--- config.mk ---
export PLATFORM = sky130hd
export DESIGN_NAME = pee_host
export DESIGN_NICKNAME = d
export VERILOG_FILES = /design/src/pee_pkg.sv /design/src/pee_delay.sv /design/src/pee_host.sv
export SDC_FILE = /design/constraint.sdc
export NUM_CORES = 1
export LEC_CHECK = 0
export ABC_AREA = 1
export BUFFER_PORTS_ARGS = -buffer_cell sky130_fd_sc_hd__buf_2
export CAP_MARGIN = 20
export CORE_MARGIN = 8
export CORE_UTILIZATION = 35
export DETAILED_ROUTE_END_ITERATION = 7
export HOLD_SLACK_MARGIN = 0.12
export PLACE_DENSITY_LB_ADDON = 0.15
export SYNTH_ARGS = -nofsm -noshare
export SYNTH_HDL_FRONTEND = slang
export SYNTH_HIERARCHICAL = 1
export SYNTH_SLANG_ARGS = --single-unit
--- constraint.sdc ---
create_clock -name clk -period 2.4 [get_ports clk]
set_input_delay 0.12 -clock clk [delete_from_list [all_inputs] [get_ports clk]]
set_output_delay 0.12 -clock clk [all_outputs]
set_load 0.005 [all_outputs]
--- src/pee_pkg.sv ---
// Functional notes
// [RULE1] Device drives data only with write enable high, chip and output enables low.
// [RULE2] Device floats data whenever chip enable or output enable is high.
// [RULE3] Write needs chip and write enables low with output enable high.
// [RULE4] Address is captured on the later falling edge of the two strobes.
// [RULE5] Data is captured on the earlier rising edge of the two strobes.
// [RULE6] A byte write erases and programs itself within the program cycle time.
// [RULE7] Strobes shorter than the glitch threshold start no write.
// [RULE8] Page mode takes one to sixty-four bytes in one program cycle.
// [RULE9] Each page strobe loads address and data into a 64-byte buffer.
// [RULE10] Page number from upper address bits is captured on the last falling edge.
// [RULE11] Low six address bits pick the byte in the page, any order.
// [RULE12] Host starts each load within the byte load interval, not sooner than minimum.
// [RULE13] A page sequence may be any length if loads keep within the interval.
// [RULE14] Device restarts the byte load timer on each write enable rising edge.
// [RULE15] Write enable falling stops the timer; expiry starts programming.
// [RULE16] Host ends a page by holding write enable high past the interval.
// [RULE17] Programming erases each addressed cell, then writes it.
// [RULE18] A page write changes only the loaded bytes.
// [RULE19] Writes are ignored for the lockout period after power-up.
// [RULE20] During programming, reading the last byte returns inverted bit seven.
// [RULE21] During programming, consecutive reads show bit six toggling.
// [RULE22] During programming the device takes no loads and answers only status.
package pee_pkg;
    localparam int ADDR_W = 15;
    localparam int DATA_W = 8;
    localparam int PAGE_BYTES = 64;
    localparam int CLK_MHZ = 100;
    localparam int STROBE_NS = 120;
    localparam int READ_NS = 150;
    localparam int BLC_MIN_NS = 100;
    localparam int BLC_MAX_US = 100;
    localparam int LOCKOUT_MS = 10;
    localparam int PROG_MS = 5;
    localparam int STROBE_CYC = (STROBE_NS * CLK_MHZ + 999) / 1000;
    localparam int READ_CYC = (READ_NS * CLK_MHZ + 999) / 1000;
    localparam int BLC_MIN_CYC = (BLC_MIN_NS * CLK_MHZ + 999) / 1000;
    // Gap kept below the load interval maximum, rounded down.
    localparam int BLC_GAP_CYC = (BLC_MAX_US * CLK_MHZ) / 2;
    // End-of-page hold is past the maximum interval, with margin.
    localparam int BLC_END_CYC = BLC_MAX_US * CLK_MHZ + 100;
    localparam int LOCKOUT_CYC = LOCKOUT_MS * 1000 * CLK_MHZ;
    localparam int PROG_CYC = PROG_MS * 1000 * CLK_MHZ;
    localparam int CNT_W = 24;
    localparam int BITS_W = 7;
    localparam logic [5:0] STEP_CE = 6'h01;
endpackage

--- src/pee_delay.sv ---
`timescale 1ns/1ns
`default_nettype none
// Loadable down counter; done is high while the count is zero.
module pee_delay (
    // Clock and reset
    input wire logic clk,
    input wire logic rst_n,
    // Control
    input wire logic load,
    input wire logic [pee_pkg::CNT_W-1:0] value,
    output logic done
);
    import pee_pkg::*;
    logic [CNT_W-1:0] cnt_r;
    logic [CNT_W-1:0] cnt_nxt;
    always_comb begin
        cnt_nxt = cnt_r;
        if (load) begin
            cnt_nxt = value;
        end else if (cnt_r != '0) begin
            cnt_nxt = cnt_r - 1'b1;
        end
    end
    always_ff @(posedge clk or negedge rst_n) begin
        if (!rst_n) begin
            cnt_r <= '0;
        end else begin
            cnt_r <= cnt_nxt;
        end
    end
    // Done does not look at load, so callers that load on done form no loop.
    assign done = (cnt_r == '0);
endmodule
`default_nettype wire

--- src/pee_host.sv ---
`timescale 1ns/1ns
`default_nettype none
// Host controller for the parallel EEPROM. The user issues a read, or a page
// write of 1..64 bytes handed over one byte at a time, then waits for done.
module pee_host #(
    parameter int LOCKOUT_CYCLES = pee_pkg::LOCKOUT_CYC,
    parameter int BLC_END_CYCLES = pee_pkg::BLC_END_CYC,
    parameter int BLC_GAP_CYCLES = pee_pkg::BLC_GAP_CYC,
    parameter int PROG_CYCLES = pee_pkg::PROG_CYC
) (
    // Clock and reset
    input wire logic clk,
    input wire logic rst_n,
    // User read request
    input wire logic rd_req,
    input wire logic [pee_pkg::ADDR_W-1:0] rd_addr,
    output logic [pee_pkg::DATA_W-1:0] rd_data,
    output logic rd_valid,
    // User write stream; wr_last marks the final byte of a page
    input wire logic wr_valid,
    input wire logic [pee_pkg::ADDR_W-1:0] wr_addr,
    input wire logic [pee_pkg::DATA_W-1:0] wr_data,
    input wire logic wr_last,
    output logic wr_ready,
    output logic wr_done,
    output logic busy,
    // Device pins
    output logic ce_n,
    output logic oe_n,
    output logic we_n,
    output logic [pee_pkg::ADDR_W-1:0] address_lines,
    output logic [pee_pkg::DATA_W-1:0] data_lines_o,
    output logic data_lines_oe,
    input wire logic [pee_pkg::DATA_W-1:0] data_lines_i
);
    import pee_pkg::*;

    typedef enum logic [7:0] {
        S_LOCK = 8'h01,
        S_IDLE = 8'h02,
        S_RD = 8'h04,
        S_WLOW = 8'h08,
        S_WGAP = 8'h10,
        S_WEND = 8'h20,
        S_POLL = 8'h40,
        S_PGAP = 8'h80
    } pee_state_type;

    pee_state_type st_r, st_nxt;
    logic ce_n_r, ce_n_nxt, oe_n_r, oe_n_nxt, we_n_r, we_n_nxt, doe_r, doe_nxt;
    logic [ADDR_W-1:0] addr_r, addr_nxt, last_addr_r, last_addr_nxt;
    logic [DATA_W-1:0] dout_r, dout_nxt, last_data_r, last_data_nxt, rdat_r, rdat_nxt;
    logic rvalid_r, rvalid_nxt, wdone_r, wdone_nxt, last_r, last_nxt;
    logic [BITS_W-1:0] step_r, step_nxt;
    logic [ADDR_W-6-1:0] page_r, page_nxt;
    logic [DATA_W-1:0] din_s1_r, din_s2_r;
    logic tmr_load, tmr_done;
    logic [CNT_W-1:0] tmr_val;
    logic boot_r;

    pee_delay u_tmr (
        .clk(clk),
        .rst_n(rst_n),
        .load(tmr_load),
        .value(tmr_val),
        .done(tmr_done)
    );

    // Data lines come from another timing domain and pass two flops.
    always_ff @(posedge clk or negedge rst_n) begin
        if (!rst_n) begin
            din_s1_r <= '0;
            din_s2_r <= '0;
        end else begin
            din_s1_r <= data_lines_i;
            din_s2_r <= din_s1_r;
        end
    end

    // Ready is exactly the condition under which a byte is taken below.
    assign wr_ready = (st_r == S_IDLE && tmr_done) || (st_r == S_WGAP && step_r >= BITS_W'(BLC_MIN_CYC));

    always_comb begin
        st_nxt = st_r;
        ce_n_nxt = ce_n_r;
        oe_n_nxt = oe_n_r;
        we_n_nxt = we_n_r;
        doe_nxt = doe_r;
        addr_nxt = addr_r;
        dout_nxt = dout_r;
        last_addr_nxt = last_addr_r;
        last_data_nxt = last_data_r;
        rdat_nxt = rdat_r;
        rvalid_nxt = 1'b0;
        wdone_nxt = 1'b0;
        last_nxt = last_r;
        step_nxt = step_r;
        page_nxt = page_r;
        tmr_load = 1'b0;
        tmr_val = '0;
        unique case (st_r)
            S_LOCK: begin
                // No write is offered until the power-up lockout is over.
                if (boot_r) begin
                    tmr_load = 1'b1;
                    tmr_val = CNT_W'(LOCKOUT_CYCLES);
                end else if (tmr_done) begin // see [RULE19]
                    st_nxt = S_IDLE;
                end
            end
            S_IDLE: begin
                if (wr_valid && tmr_done) begin
                    // Write: ce and we low, oe high, data driven. see [RULE3]
                    addr_nxt = wr_addr;
                    dout_nxt = wr_data;
                    page_nxt = wr_addr[ADDR_W-1:6]; // see [RULE10]
                    last_nxt = wr_last;
                    oe_n_nxt = 1'b1;
                    doe_nxt = 1'b1;
                    ce_n_nxt = 1'b0;
                    we_n_nxt = 1'b0; // see [RULE4]
                    tmr_load = 1'b1;
                    tmr_val = CNT_W'(STROBE_CYC); // see [RULE7]
                    st_nxt = S_WLOW;
                end else if (rd_req && tmr_done) begin
                    addr_nxt = rd_addr;
                    doe_nxt = 1'b0;
                    we_n_nxt = 1'b1;
                    ce_n_nxt = 1'b0;
                    oe_n_nxt = 1'b0; // see [RULE1]
                    tmr_load = 1'b1;
                    tmr_val = CNT_W'(READ_CYC + 2);
                    st_nxt = S_RD;
                end
            end
            S_RD: begin
                if (tmr_done) begin
                    rdat_nxt = din_s2_r;
                    rvalid_nxt = 1'b1;
                    ce_n_nxt = 1'b1;
                    oe_n_nxt = 1'b1; // see [RULE2]
                    st_nxt = S_IDLE;
                end
            end
            S_WLOW: begin
                if (tmr_done) begin
                    // Rising we latches data; data held one more cycle. see [RULE5]
                    we_n_nxt = 1'b1;
                    ce_n_nxt = 1'b1;
                    last_addr_nxt = addr_r;
                    last_data_nxt = dout_r;
                    tmr_load = 1'b1;
                    tmr_val = last_r ? CNT_W'(BLC_END_CYCLES) : CNT_W'(BLC_GAP_CYCLES);
                    st_nxt = last_r ? S_WEND : S_WGAP; // see [RULE9]
                end
            end
            S_WGAP: begin
                doe_nxt = 1'b0;
                // Next load must come within the interval; a late source aborts
                // the page and lets the device program what it holds. see [RULE12]
                if (wr_valid && wr_ready) begin
                    addr_nxt = {page_r, wr_addr[5:0]}; // see [RULE11]
                    dout_nxt = wr_data;
                    last_nxt = wr_last;
                    oe_n_nxt = 1'b1;
                    doe_nxt = 1'b1;
                    ce_n_nxt = 1'b0;
                    we_n_nxt = 1'b0; // see [RULE13]
                    tmr_load = 1'b1;
                    tmr_val = CNT_W'(STROBE_CYC);
                    st_nxt = S_WLOW;
                end else if (tmr_done) begin
                    tmr_load = 1'b1;
                    tmr_val = CNT_W'(BLC_END_CYCLES - BLC_GAP_CYCLES);
                    st_nxt = S_WEND;
                end
                if (step_r != '1) begin
                    step_nxt = step_r + 1'b1;
                end
            end
            S_WEND: begin
                doe_nxt = 1'b0;
                // we held high past the interval starts programming. see [RULE16]
                if (tmr_done) begin
                    tmr_load = 1'b1;
                    tmr_val = CNT_W'(PROG_CYCLES); // see [RULE6]
                    st_nxt = S_POLL;
                end
            end
            S_POLL: begin
                // Poll the last byte until bit seven matches the data written, or the program timeout ends. see [RULE20]
                addr_nxt = last_addr_r;
                ce_n_nxt = 1'b0;
                oe_n_nxt = 1'b0;
                step_nxt = '0;
                st_nxt = S_PGAP;
            end
            S_PGAP: begin
                step_nxt = step_r + 1'b1;
                if (step_r == BITS_W'(READ_CYC + 2)) begin
                    ce_n_nxt = 1'b1;
                    oe_n_nxt = 1'b1;
                    if (din_s2_r[DATA_W-1] == last_data_r[DATA_W-1] || tmr_done) begin
                        wdone_nxt = 1'b1; // see [RULE22]
                        // Clear the program timeout so idle takes requests at once.
                        tmr_load = 1'b1;
                        st_nxt = S_IDLE;
                    end else begin
                        st_nxt = S_POLL;
                    end
                end
            end
            default: st_nxt = S_LOCK;
        endcase
        if (st_r == S_WLOW && tmr_done) begin
            step_nxt = '0;
        end
    end

    always_ff @(posedge clk or negedge rst_n) begin
        if (!rst_n) begin
            st_r <= S_LOCK;
            ce_n_r <= 1'b1;
            oe_n_r <= 1'b1;
            we_n_r <= 1'b1;
            doe_r <= 1'b0;
            addr_r <= '0;
            dout_r <= '0;
            last_addr_r <= '0;
            last_data_r <= '0;
            rdat_r <= '0;
            rvalid_r <= 1'b0;
            wdone_r <= 1'b0;
            last_r <= 1'b0;
            step_r <= '0;
            page_r <= '0;
        end else begin
            st_r <= st_nxt;
            ce_n_r <= ce_n_nxt;
            oe_n_r <= oe_n_nxt;
            we_n_r <= we_n_nxt;
            doe_r <= doe_nxt;
            addr_r <= addr_nxt;
            dout_r <= dout_nxt;
            last_addr_r <= last_addr_nxt;
            last_data_r <= last_data_nxt;
            rdat_r <= rdat_nxt;
            rvalid_r <= rvalid_nxt;
            wdone_r <= wdone_nxt;
            last_r <= last_nxt;
            step_r <= step_nxt;
            page_r <= page_nxt;
        end
    end

    // The lockout timer is loaded once, right after reset.
    always_ff @(posedge clk or negedge rst_n) begin
        if (!rst_n) begin
            boot_r <= 1'b1;
        end else begin
            boot_r <= 1'b0;
        end
    end

    assign ce_n = ce_n_r;
    assign oe_n = oe_n_r;
    assign we_n = we_n_r;
    assign address_lines = addr_r;
    assign data_lines_o = dout_r;
    assign data_lines_oe = doe_r;
    assign rd_data = rdat_r;
    assign rd_valid = rvalid_r;
    assign wr_done = wdone_r;
    assign busy = (st_r != S_IDLE);

    property p_no_contention;
        @(posedge clk) disable iff (!rst_n) data_lines_oe |-> oe_n;
    endproperty
    a_no_contention: assert property (p_no_contention) else $error("driving with oe low"); // see [RULE2]
    property p_write_strobe;
        @(posedge clk) disable iff (!rst_n) !we_n |-> (!ce_n && oe_n && data_lines_oe);
    endproperty
    a_write_strobe: assert property (p_write_strobe) else $error("bad write strobe"); // see [RULE3]
    property p_strobe_width;
        @(posedge clk) disable iff (!rst_n) $fell(we_n) |-> !we_n [*8];
    endproperty
    a_strobe_width: assert property (p_strobe_width) else $error("strobe too short"); // see [RULE7]
    property p_data_hold;
        @(posedge clk) disable iff (!rst_n) $rose(we_n) |-> data_lines_oe && $stable(data_lines_o);
    endproperty
    a_data_hold: assert property (p_data_hold) else $error("data not held"); // see [RULE5]
    property p_addr_stable;
        @(posedge clk) disable iff (!rst_n) !we_n && $past(!we_n) |-> $stable(address_lines);
    endproperty
    a_addr_stable: assert property (p_addr_stable) else $error("address moved in strobe"); // see [RULE4]
    property p_lock;
        @(posedge clk) disable iff (!rst_n) st_r == S_LOCK |-> we_n;
    endproperty
    a_lock: assert property (p_lock) else $error("write during lockout"); // see [RULE19]
    property p_read_pins;
        @(posedge clk) disable iff (!rst_n) !oe_n |-> we_n && !ce_n && !data_lines_oe;
    endproperty
    a_read_pins: assert property (p_read_pins) else $error("bad read pins"); // see [RULE1]
    property p_page_same;
        @(posedge clk) disable iff (!rst_n)
            $fell(we_n) && st_r == S_WLOW && $past(st_r) == S_WGAP
            |-> address_lines[ADDR_W-1:6] == page_r;
    endproperty
    a_page_same: assert property (p_page_same) else $error("page changed"); // see [RULE10]
    c_write: cover property (@(posedge clk) disable iff (!rst_n) $rose(wr_done));
    c_read: cover property (@(posedge clk) disable iff (!rst_n) $rose(rd_valid));
    c_page: cover property (@(posedge clk) disable iff (!rst_n)
        st_r == S_WGAP ##1 st_r == S_WLOW);
endmodule
`default_nettype wire

* After elaboration in Yosys (flattened, before gate mapping) *
Cells that the tools add are included.

word-level totals
  flip-flop bits (word level) = 126
  output and inout port bits = 39
  logic and storage cells = 136

operators by class
  add/subtract/negate cells = 2
  muxes and demuxes = 60
  reduce and logical (&&, ||, !) cells = 31
  eq/ne operators = 23
  order comparisons = 1

operator list
  kind                                                                   number
  20-bit case mux with 5 select lines                                    1
  8-bit two-way mux                                                      11
  8-bit case mux with 8 select lines                                     1
  24-bit two-way mux                                                     2
  15-bit two-way mux                                                     3
  15-bit case mux with 3 select lines                                    1
  14-bit two-way mux                                                     2
  13-bit two-way mux                                                     2
  24-bit zero test                                                       1
  24-bit nonzero test                                                    1
  24-bit by 1-bit subtractor with 24-bit output (second input constant)  1
  1-bit two-way mux                                                      21
  7-bit two-way mux                                                      3
  7-bit case mux with 3 select lines                                     1
  20-bit two-way mux                                                     1
  19-bit two-way mux                                                     1
  8-bit case mux with 2 select lines                                     1
  1-bit case mux with 5 select lines                                     3
  5-bit two-way mux                                                      2
  2-bit != test (second input constant)                                  5
  2-bit AND reduction                                                    5
  5-bit AND reduction                                                    2
  5-bit nonzero test                                                     2
  3-bit nonzero test                                                     3
  28 further kinds                                                       41

* Depth between registers and ports, before layout *
Gate-level depths: netlist of run 1.

  depth in word-level cells = 7
  depth in mapped cells = 20
  mapped depth without buffers = 17

* Cells and area by module *
The synthesis of run 1 kept the hierarchy.

by module, submodules not included
  module     instances  cells each  area each (µm²)
  pee_host   1          575         4634.4
  pee_delay  1          254         1619.1

* Worst setup path after synthesis of run 1 *
No wires, ideal clock.

  path kind = register to register
  start = register u_tmr.cnt_r[0]
  end = register u_tmr.cnt_r[11]
  setup time = 0.116 ns
  data arrival time = 2.401 ns
  path buffers = 3
  cell stages (with the launch flop) = 21
  setup slack = -0.117 ns
  cells stage by stage = dfrtp_1 > inv_1 > ha_1 > nand3_1 > nor2_1 > nand3_1 > inv_1 > buf_2 > nand3_2 > nand2_4 > nand2_4 > inv_1 > o21ai_0 > nand3_1 > clkbuf_1 > inv_1 > nand2_2 > inv_2 > buf_6 > nand2_1 > nand2_1

on the way
  word-level cells in the longest chain between the ends = 7

ends and longest elaborated chain
  what                                                      line             source
  start, declared                                           pee_delay.sv:14  logic [CNT_W-1:0] cnt_r;
  start signal, assigned                                    pee_delay.sv:28  cnt_r <= cnt_nxt;
  24-bit zero test (*)                                      pee_delay.sv:32  assign done = (cnt_r == '0);
  named net tmr_done                                        pee_host.sv:57   logic tmr_load, tmr_done;
  1-bit logical AND (*)                                     pee_host.sv:81   assign wr_ready = (st_r == S_IDLE && tmr_done) || (st_r == S_WGAP && step_r >= BITS_W'(BLC_MIN_CYC));
  1-bit logical OR (*)                                      pee_host.sv:81
  named net wr_ready                                        pee_host.sv:24   output logic wr_ready,
  1-bit logical AND (*)                                     pee_host.sv:161  if (wr_valid && wr_ready) begin
  1-bit two-way mux (*)                                     pee_host.sv:161
  1-bit case mux with 5 select lines (*)                    pee_host.sv:101  unique case (st_r)
  named net tmr_load                                        pee_host.sv:57
  24-bit two-way mux or 2-bit nonzero test (tied branches)  -

The timed path passes the listed nets; every way through them passes the cells marked *. The select of a mux whose other input is x is not followed.
A chain may end at the register's enable or synchronous reset.

* Worst setup path in the final report of run 1 *
  start = register u_tmr.cnt_r[0]
  end = register st_r[5]

on the way
  word-level cells in the longest chain between the ends = 6

ends and longest elaborated chain
  what                                                                           line             source
  24-bit zero test (*)                                                           pee_delay.sv:32
  named net tmr_done                                                             pee_host.sv:57
  1-bit logical AND                                                              pee_host.sv:81
  1-bit logical OR                                                               pee_host.sv:81
  1-bit logical AND                                                              pee_host.sv:161
  8-bit two-way mux or 3-bit by 2-bit != test with 1-bit output (tied branches)  -
  8-bit case mux with 8 select lines or 6-bit AND reduction (tied branches)      -
  end signal, assigned                                                           pee_host.sv:238  st_r <= st_nxt;
  end, declared                                                                  pee_host.sv:49   pee_state_type st_r, st_nxt;

Marked as above.

==> out/summary.txt, run 1 <==
Root Buffer: clkbuf_16
clk buf depth: 2
fin crit period: 2.22 ns
number of global-route vias before repair: 5574
Final ANT Viol Nets: 0
sinks on the clock net: 119
met1 WL: 8240 µm
GR Util All Layers: 16.2%
run status: completed
Non-Filler Instances: 1255
TritonCTS clock tree: built
worst vdd ir: 0.000525 V
Pleak: 0.00447 µW
layout cells sized above 1: 25.1%
HP Class: input port to register
# IOs: 90
Clock Skew: 0.00600 ns
Inserted Diodes: 0
worst skew pair latency: 0.42 ns
commonest non-fill, non-tap cell in the layout: nand2_1
Max Freq: 450 MHz
first-pass GRT wire length: 28300 µm
simple-gate share of the synthesized area: 33.9%
xor-xnor portion of the synthesized cell area: 1.40%
CP required: 2.71 ns
clock slew at reported path FFs: 0.06 ns
setup violators final: 0
Layout Nets: 1069
count of different cell masters after synthesis: 39
max_cap viols: 0
sequential share of the synthesized area: 47.7%
WL final: 17500 µm
global route total overflow: 0
hold slack: 0.145 ns
largest net degree at the start of global routing: 50
CP Data Arrival Time: 2.53 ns
Vias: 5730
CP startpoint kind: register
adder-cell area share of the yosys netlist: 1.00%
post-synthesis compound-gate area fraction: 8.64%
Worst Tran Pin Value: 0.574 ns
# rows: 49
setup ws final: 0.179 ns
Syn-to-layout area delta: 34.3%
Util after Layout: 47.4%
Die ar.: 22400 µm²
via-per-instance ratio: 4.57
flops & latches, synth: 119
Crit Path Max Fanout: 5
Initial Util: 35.3%
routed len/inst: 13.9 µm
CP Capture Type: register
WL met3: 918 µm
placed insts: 1177
Pins Over Slew Limit: 0
Num CTS Buffers: 17
global placement routability congestion: 0.823
Syn. warnings: 6
die boundary height: 150 µm
Worst Path Class, Setup: register to register
PwrDens: 910 nW/µm²
area of the mapped netlist: 6250 µm²
most frequent cells in the layout: 309 x nand2_1, 113 x dfrtp_1, 89 x buf_2
final hold vios: 0
H-tree Lvls: 4
initial antenna violation count: 0
DR iter-0 viols: 309
final worst path period share: 92.5%
DRC: 0
pre-CTS setup slack: -0.0465 ns
metal2 WL: 8150 µm
Mean Syn Cell Area: 7.54 µm²
drt pass-1 iters: 4
largest family of logic cells by synthesized area: simple AND/OR/NAND/NOR gates
core area: 17700 µm²
Synth Instances: 829
Highest Signal Layer: met4
Final HPWL DP: 12500 µm
Slew HR: 61.7%
Die Wd: 150 µm
Port Buf Inserts: 89
mux share of post-synthesis cell area: 0%
[registers in the layout (all words and copies together), names as in the netlist, 7 cells and up]
| name | flops |
|---|---|
| data_lines_o | 8 |
| st_r | 8 |
| step_r | 7 |
| page_r | 9 |
| address_lines | 15 |
| last_addr_r | 15 |
| rd_data | 8 |
| din_s1_r | 8 |
| u_tmr/cnt_r | 24 |
| din_s2_r | 8 |
[power by group]
part / leakage [µW] / switching, µW / internal, µW / total [µW]
logic: 0.00264 / 1400 / 980 / 2380
clock network: 0.000300 / 979 / 1700 / 2680
registers: 0.00154 / 236 / 2350 / 2580
[worst paths after layout]
kind	startpoint	end	slack [ns]	depth (start not counted)
worst max-delay path	u_tmr/cnt_r[0]	st_r[5]	0.18	17
worst min-delay path	rd_addr[11]	address_lines[11]	0.15	7
worst max register to register	u_tmr/cnt_r[0]	st_r[5]	0.18	17
worst min register to register	din_s1_r[1]	din_s2_r[1]	0.35	0
max in group asynchronous	rst_n	ce_n	1.43	3
min in group asynchronous	rst_n	rd_valid	0.23	2
[metrics by stage]
step	setup TNS [ns]	area, µm²	total power, µW
final	0	8400	7640
after global routing	-0.0547	8400	8140
after global placement	0	7270	4880
after detailed placement	-0.448	7270	4890
after floorplan	0	6280	4070
after CTS	0	8280	7670
[metal layers]
layer,global-route usage (%),vias up
met1,20.8,2646
met2,25.9,110
li1,-,2963
met5,0,-
met4,4.55,0
met3,4.90,11
[critical path: stages, from the launching register on]
cell	delay [ns]
dfrtp_1	0.37
inv_1	0.09
ha_2	0.18
nand3_1	0.07
nor2_1	0.12
nand3_2	0.11
inv_4	0.11
buf_6	0.14
nand2_4	0.06
buf_4	0.14
inv_2	0.07
nor2_2	0.05
nand2_2	0.09
nand2_1	0.06
nor2_1	0.14
buf_4	0.13
nand3_1	0.07
o21ai_0	0.12
[layout make-up]
cell class	count	area [µm²]
Fill cell	1812	9320
Inverter	83	314
Multi-Input combinational cell	610	2890
Sequential cell	119	2990
Clock buffer	19	453
Clock inverter	13	171
Tap cell	229	287
Timing Repair Buffer	182	1300
[repair_timing]
item	4_1_cts	5_1_grt
setup buffers	0	7
hold buffers	38	0
endpoints found under the setup margin	18	39
pin swaps	2	4
gates cloned	0	1
resized for setup	2	20
endpoints found under the hold margin	71	0
[kinds of logic after synthesis]
| kind of cell | count (synthesis) |
|---|---|
| AOI/OAI and AO/OA | 92 |
| xor gates and xnor gates | 10 |
| adders and majority gates | 5 |
| buffers and inverters | 106 |
| DFF | 119 |
| other | 1 |
| and+or+nand+nor | 496 |
[synth_stat cells (all sizes together)]
library cell / n / area [µm²]
a21oi: 8 / 40.0
a22oi: 2 / 15.0
buf: 15 / 113
clkbuf: 8 / 30.0
conb: 1 / 3.75
dfrtp: 114 / 2850
dfstp: 5 / 131
ha: 5 / 62.6
inv: 83 / 312
nand2: 337 / 1350
nand3: 52 / 265
nand3b: 3 / 22.5
nand4: 11 / 75.1
nor2: 84 / 359
nor3: 6 / 30.0
nor4: 1 / 6.26
o2111ai: 1 / 8.76
o211ai: 1 / 7.51
o21a: 2 / 15.0
o21ai: 74 / 427
o21bai: 1 / 7.51
o22ai: 2 / 12.5
o31ai: 1 / 7.51
or2: 2 / 12.5
xnor2: 5 / 43.8
xor2: 5 / 43.8
No activity file was read; power rests on OpenSTA's default activity.
==> run 2, diff against run 1 <==
==> constraint.sdc (replaced) <==
create_clock -name clk -period 2.4 [get_ports clk]
set_input_delay 0 -clock clk [delete_from_list [all_inputs] [get_ports clk]]
set_output_delay 0 -clock clk [all_outputs]
set_load 0.005 [all_outputs]
==> run 2 against run 1 <==
Net effect:
- combinational power is 3% higher
- critical endpoint is now u_tmr/cnt_r[0]
- non-clock buffer count is 12 higher
- largest power group unchanged
- register-to-register slack hardly changed
- sequential power hardly changed
- sequential share of layout area is 0.56 points lower
- clock power hardly changed
- largest cell class unchanged
==> out/summary.txt, run 2 (same netlist as run 1, synthesis figures left out) <==
run status: completed
Layout Nets: 1081 (+1.1%)
Die Wd: 150 µm (unchanged)
Port Buf Inserts: 89 (unchanged)
Pins Over Slew Limit: 0 (unchanged)
Final ANT Viol Nets: 0 (unchanged)
Syn-to-layout area delta: 36.4%
Root Buffer: clkbuf_16
unrepaired setup endpoints after global routing: yes
clk buf depth: 2 (unchanged)
Final HPWL DP: 12400 µm (-1.0%)
Die ar.: 22400 µm² (unchanged)
H-tree Lvls: 4 (unchanged)
worst skew pair latency: 0.41 ns (about the same)
via-per-instance ratio: 4.58 (+0.31%)
most frequent cells in the layout: 308 x nand2_1, 114 x dfrtp_1, 88 x buf_2
max reg flops: 24 (unchanged)
DR iter-0 viols: 287 (-7.1%)
commonest non-fill, non-tap cell in the layout: nand2_1
CP Data Arrival Time: 2.52 ns (about the same)
largest net degree at the start of global routing: 63 (+26%)
Initial Util: 35.3% (unchanged)
global placement routability congestion: 0.834 (+1.3%)
Vias: 5803 (+1.3%)
worst setup path endpoint: u_tmr/cnt_r[0]
# IOs: 90 (unchanged)
routed len/inst: 13.8 µm (-1.0%)
R2R cell count: 16 (-1)
crit path launch: u_tmr/cnt_r[1]
Pleak: 0.00449 µW (+0.42%)
fin crit period: 2.23 ns (+0.0137 ns)
HP Class: input port to asynchronous set/reset pin
GR Util All Layers: 16.5% (+0.30 points)
Clock Skew: 0.00584 ns (-0.000164 ns)
final worst path period share: 93.1% (+0.57 points)
area of the multi-input gates: 2900 µm² (+0.30%)
CP Capture Type: register
core area: 17700 µm² (unchanged)
DRC: 0 (unchanged)
number of global-route vias before repair: 5899 (+5.8%)
layout cells sized above 1: 25.1% (about the same)
first-pass GRT wire length: 29400 µm (+3.9%)
Crit Path Max Fanout: 6 (+1)
global route total overflow: 0 (unchanged)
Fillers: 1791 (-1.2%)
# rows: 49 (unchanged)
CP required: 2.69 ns (-0.02 ns)
setup ws final: 0.166 ns (-0.0137 ns)
PwrDens: 905 nW/µm² (-0.50%)
final hold vios: 0 (unchanged)
die boundary height: 150 µm (unchanged)
setup_tns: 0 ns (unchanged)
clock slew at reported path FFs: 0.06 ns (about the same)
sinks on the clock net: 119 (unchanged)
worst vdd ir: 0.000517 V (-1.6%)
max_cap viols: 0 (unchanged)
Num CTS Buffers: 17 (unchanged)
Power, Total: 7720 µW (+1.1%)
r2r endpoint: u_tmr/cnt_r[0]
CP startpoint kind: register
reg2reg setup slack: 0.17 ns (about the same)
drt pass-1 iters: 5 (+1)
worst reg2reg startpoint: u_tmr/cnt_r[1]
Inserted Diodes: 0 (unchanged)
Most flops, register: u_tmr/cnt_r
FF/Latch Area: 2980 µm² (about the same)
setup violators final: 0 (unchanged)
initial antenna violation count: 0 (unchanged)
TritonCTS clock tree: built
pre-CTS setup slack: -0.0748 ns (-0.0283 ns)
Max Freq: 448 MHz (-0.61%)
WL final: 17400 µm (about the same)
Worst Path Class, Setup: register to register
[run 2: cell count changes in the layout (fill, tap and decap cells not counted), sizes merged]
cell / previous run / this run
dlygate4sd3: 38 / 50
clkinv: 6 / 1
clkinvlp: 2 / 6
inv: 85 / 86
[run 2: routing by layer]
metal	part of all wire, %	track usage, %	vias up
met5	0	0	-
met4	1.0	4.05	0
met3	5.7	4.99	13
met2	47	26.6	128
met1	46	21.2	2668
li1	-	-	2994
[run 2: stage by stage]
stage | hold WS (ns) | std cells | utilization, % | area, µm²
after floorplan | -0.296 | 835 | - | 6280
after global placement | -0.0131 | 1176 | 40.9 | 7250
after detailed placement | -0.0222 | 1176 | 40.9 | 7250
after CTS | 0.132 | 1260 | 47.5 | 8410
after global routing | 0.155 | 1267 | 48.1 | 8530
final | 0.140 | 1267 | 48.1 | 8530
[run 2: where the power goes]
group	internal, µW	switching (µW)
clock network	1700	969
registers	2350	242
logic	1040	1420
[run 2: worst min-delay path by stage]
stage                             to  depth (start not counted)
floorplan           address_lines[0]                          0
global placement         din_s2_r[1]                          1
detailed placement       din_s2_r[1]                          1
CTS                             oe_n                          2
global route                    oe_n                          2
finish                          oe_n                          2
[run 2: worst max-delay path, stage by stage, from the launching register on]
cell     delay (ns)
dfrtp_1        0.37
inv_2          0.07
ha_4           0.16
nand3_2        0.07
nor2_2         0.04
nand3_2        0.09
inv_4          0.06
inv_2          0.06
nand2_2        0.06
nor2_4         0.11
nor3_2         0.06
nor4_2         0.28
nand3_1        0.17
inv_2          0.13
nand4_1        0.21
nand2_1        0.11
o21ai_0        0.08
[run 2: final cells by class]
cell class / instances / share of cell area, %
repair buffers: 194 / 16.6
flip-flops and latches: 119 / 35.0
clock inverters: 13 / 1.99
well taps: 229 / 3.36
multi-input cells: 610 / 34.0
clock buffers: 19 / 5.31
inverters: 83 / 3.71
[run 2: repair_timing]
item                       4_1_cts  5_1_grt
setup endpoints to repair       22       66
pin swaps                        4        7
hold buffers                    51        0
buffers inserted                 1        7
hold endpoints to repair       159        0
gates resized for setup          4       23
==> run 3, diff against run 2 <==
- CTS_BUF_LIST: not set -> sky130_fd_sc_hd__clkbuf_8
- REMOVE_ABC_BUFFERS: not set -> 1
==> run 3 against run 2 <==
Net effect:
- count of clock-buffer cells in the layout is 1 lower
- flip-flop and latch count unchanged
- critical path depth shrank 4
- global-route usage down 0.41 points
- combinational power increased by 4%
- core utilization is 0.44 points lower
- fmax decreased by 1.5%
- highest routed layer unchanged
==> out/summary.txt, run 3 (same netlist as run 1, synthesis figures left out) <==
Initial Util: 35.3% (unchanged)
R2R cell count: 12 (-4)
setup ws final: 0.131 ns (-0.0342 ns)
reg2reg setup slack: 0.13 ns (-0.03 ns)
# IOs: 90 (unchanged)
Slowest cell on crit path: dlygate4sd3_1
commonest non-fill, non-tap cell in the layout: nand2_1
worst skew pair latency: 0.43 ns (+0.02 ns)
final hold vios: 0 (unchanged)
worst vdd ir: 0.000483 V (-6.5%)
Util after Layout: 47.7% (-0.44 points)
TritonCTS clock tree: built
CP Capture Type: register
HP Class: input port to register
CP startpoint kind: register
Max Freq: 441 MHz (-1.5%)
CP required: 2.71 ns (+0.02 ns)
run status: completed
core area: 17700 µm² (unchanged)
PwrDens: 823 nW/µm² (-9.1%)
number of global-route vias before repair: 5876 (-0.39%)
Vias: 5806 (+0.052%)
Worst Hold Depth: 6
pre-CTS setup slack: -0.0628 ns (+0.0120 ns)
Pins Over Slew Limit: 0 (unchanged)
global route total overflow: 0 (unchanged)
Layout Nets: 1098 (+1.6%)
Die ar.: 22400 µm² (unchanged)
drt pass-1 iters: 4 (-1)
layout cells sized above 1: 25.4% (+0.28 points)
hold slack: 0.188 ns (+0.0472 ns)
largest net degree at the start of global routing: 66 (+4.8%)
Port Buf Inserts: 89 (unchanged)
Worst Path Class, Setup: register to register
WL final: 17200 µm (-1.5%)
Root Buffer: clkbuf_8
GR Util All Layers: 16.1% (-0.41 points)
worst-path cell chain: nor2_1 > nand2_1 > nor2_1 > nand3_2 > inv_4 > nand3_2 > nand2_4 > nand2_4 > buf_8 > nand2_1 > nand2_1 > dlygate4sd3_1
# rows: 49 (unchanged)
Syn-to-layout area delta: 35.2%
Num CTS Buffers: 17 (unchanged)
routed len/inst: 13.4 µm (-2.7%)
Clock Skew: 0.0127 ns (+0.00682 ns)
Crit Path Max Fanout: 15 (+9)
Pleak: 0.00449 µW (-0.18%)
Final HPWL DP: 12300 µm (-0.71%)
via-per-instance ratio: 4.53 (-1.2%)
DRC: 0 (unchanged)
hold path startpoint: rd_req
CP Data Arrival Time: 2.58 ns (+0.06 ns)
first-pass GRT wire length: 28700 µm (-2.6%)
clk buf depth: 2 (unchanged)
final worst path period share: 94.5% (+1.4 points)
worst reg2reg startpoint: u_tmr/cnt_r[6]
Inserted Diodes: 0 (unchanged)
Die Wd: 150 µm (unchanged)
die boundary height: 150 µm (unchanged)
fin crit period: 2.27 ns (+0.0342 ns)
WHS Endpoint: u_tmr/cnt_r[4]
r2r endpoint: data_lines_o[4]
max reg flops: 24 (unchanged)
H-tree Lvls: 4 (unchanged)
most frequent cells in the layout: 310 x nand2_1, 113 x dfrtp_1, 88 x buf_2
max_cap viols: 0 (unchanged)
initial antenna violation count: 0 (unchanged)
slowest stage delay, CP: 0.55 ns (+0.18 ns)
Most flops, register: u_tmr/cnt_r
clock slew at reported path FFs: 0.08 ns (+0.02 ns)
sinks on the clock net: 119 (unchanged)
setup violators final: 0 (unchanged)
Final ANT Viol Nets: 0 (unchanged)
Most common cell on crit path: nand2_1
global placement routability congestion: 0.822 (-1.3%)
DR iter-0 viols: 302 (+5.2%)
-- run 3: cell count changes in the layout (fill, tap and decap cells not counted), moves of 2 or more --
cell,change
nand2_2,-2
nand2_1,+2
clkbuf_8,+16
dlygate4sd3_1,+7
clkinvlp_4,-3
inv_4,+2
clkinv_4,+3
buf_4,+8
clkbuf_16,-17
-- run 3: how the worst max path moves through the flow --
| stage | to | start | slack, ns |
|---|---|---|---|
| 2_1_floorplan | u_tmr/cnt_r[0] | u_tmr/cnt_r[0] | -0.67 |
| 3_3_place_gp | u_tmr/cnt_r[20] | u_tmr/cnt_r[0] | 0.04 |
| 3_5_place_dp | u_tmr/cnt_r[13] | u_tmr/cnt_r[0] | -0.06 |
| 4_1_cts | u_tmr/cnt_r[2] | u_tmr/cnt_r[0] | 0.01 |
| 5_1_grt | u_tmr/cnt_r[1] | u_tmr/cnt_r[0] | -0.02 |
| 6_report | data_lines_o[4] | u_tmr/cnt_r[6] | 0.13 |
-- run 3: where the power goes --
| group | leakage, µW | switching [µW] | internal [µW] |
|---|---|---|---|
| clock | 0.000192 | 887 | 957 |
| sequential | 0.00154 | 211 | 2340 |
| combinational | 0.00275 | 1460 | 1100 |
| total | 0.00449 | 2550 | 4400 |
-- run 3: metrics by stage --
stage	TNS [ns]	area, µm²	power (µW)	cells
2_1_floorplan	-18.33	6130	4000	812
3_3_place_gp	0	7350	5030	1188
3_5_place_dp	-0.721	7350	5030	1188
4_1_cts	0	8340	6980	1277
5_1_grt	-0.0454	8450	7470	1283
6_report	0	8450	6960	1283
-- run 3: layer usage --
metal	global-route usage, %	vias up	part of all wire, %
met5	0	-	0
met4	3.90	0	0.95
met3	4.63	12	5.2
met2	25.9	105	47
met1	20.8	2668	47
li1	-	3021	-
-- run 3: final cells by class --
cell class / count / area, µm²
clock buffer: 18 / 248
clock inverter: 13 / 149
fill: 1765 / 9270
inverter: 83 / 322
multi-input combinational: 610 / 2880
sequential: 119 / 2990
tap: 229 / 287
timing repair buffer: 211 / 1580
-- run 3: timing repair --
action / in CTS / in global routing
setup endpoints to repair: 21 / 56
resized for setup: 3 / 26
buffers inserted: 0 / 5
pin swaps: 1 / 7
endpoints found under the hold margin: 158 / 0
hold buffers: 58 / 0
cloned: 0 / 1
-- run 3: critical path: cells and delay by family, from the launching register on --
family,cells,cell delay [ns]
buf+inv,3,0.83
flops,1,0.38
simple gates,9,0.94
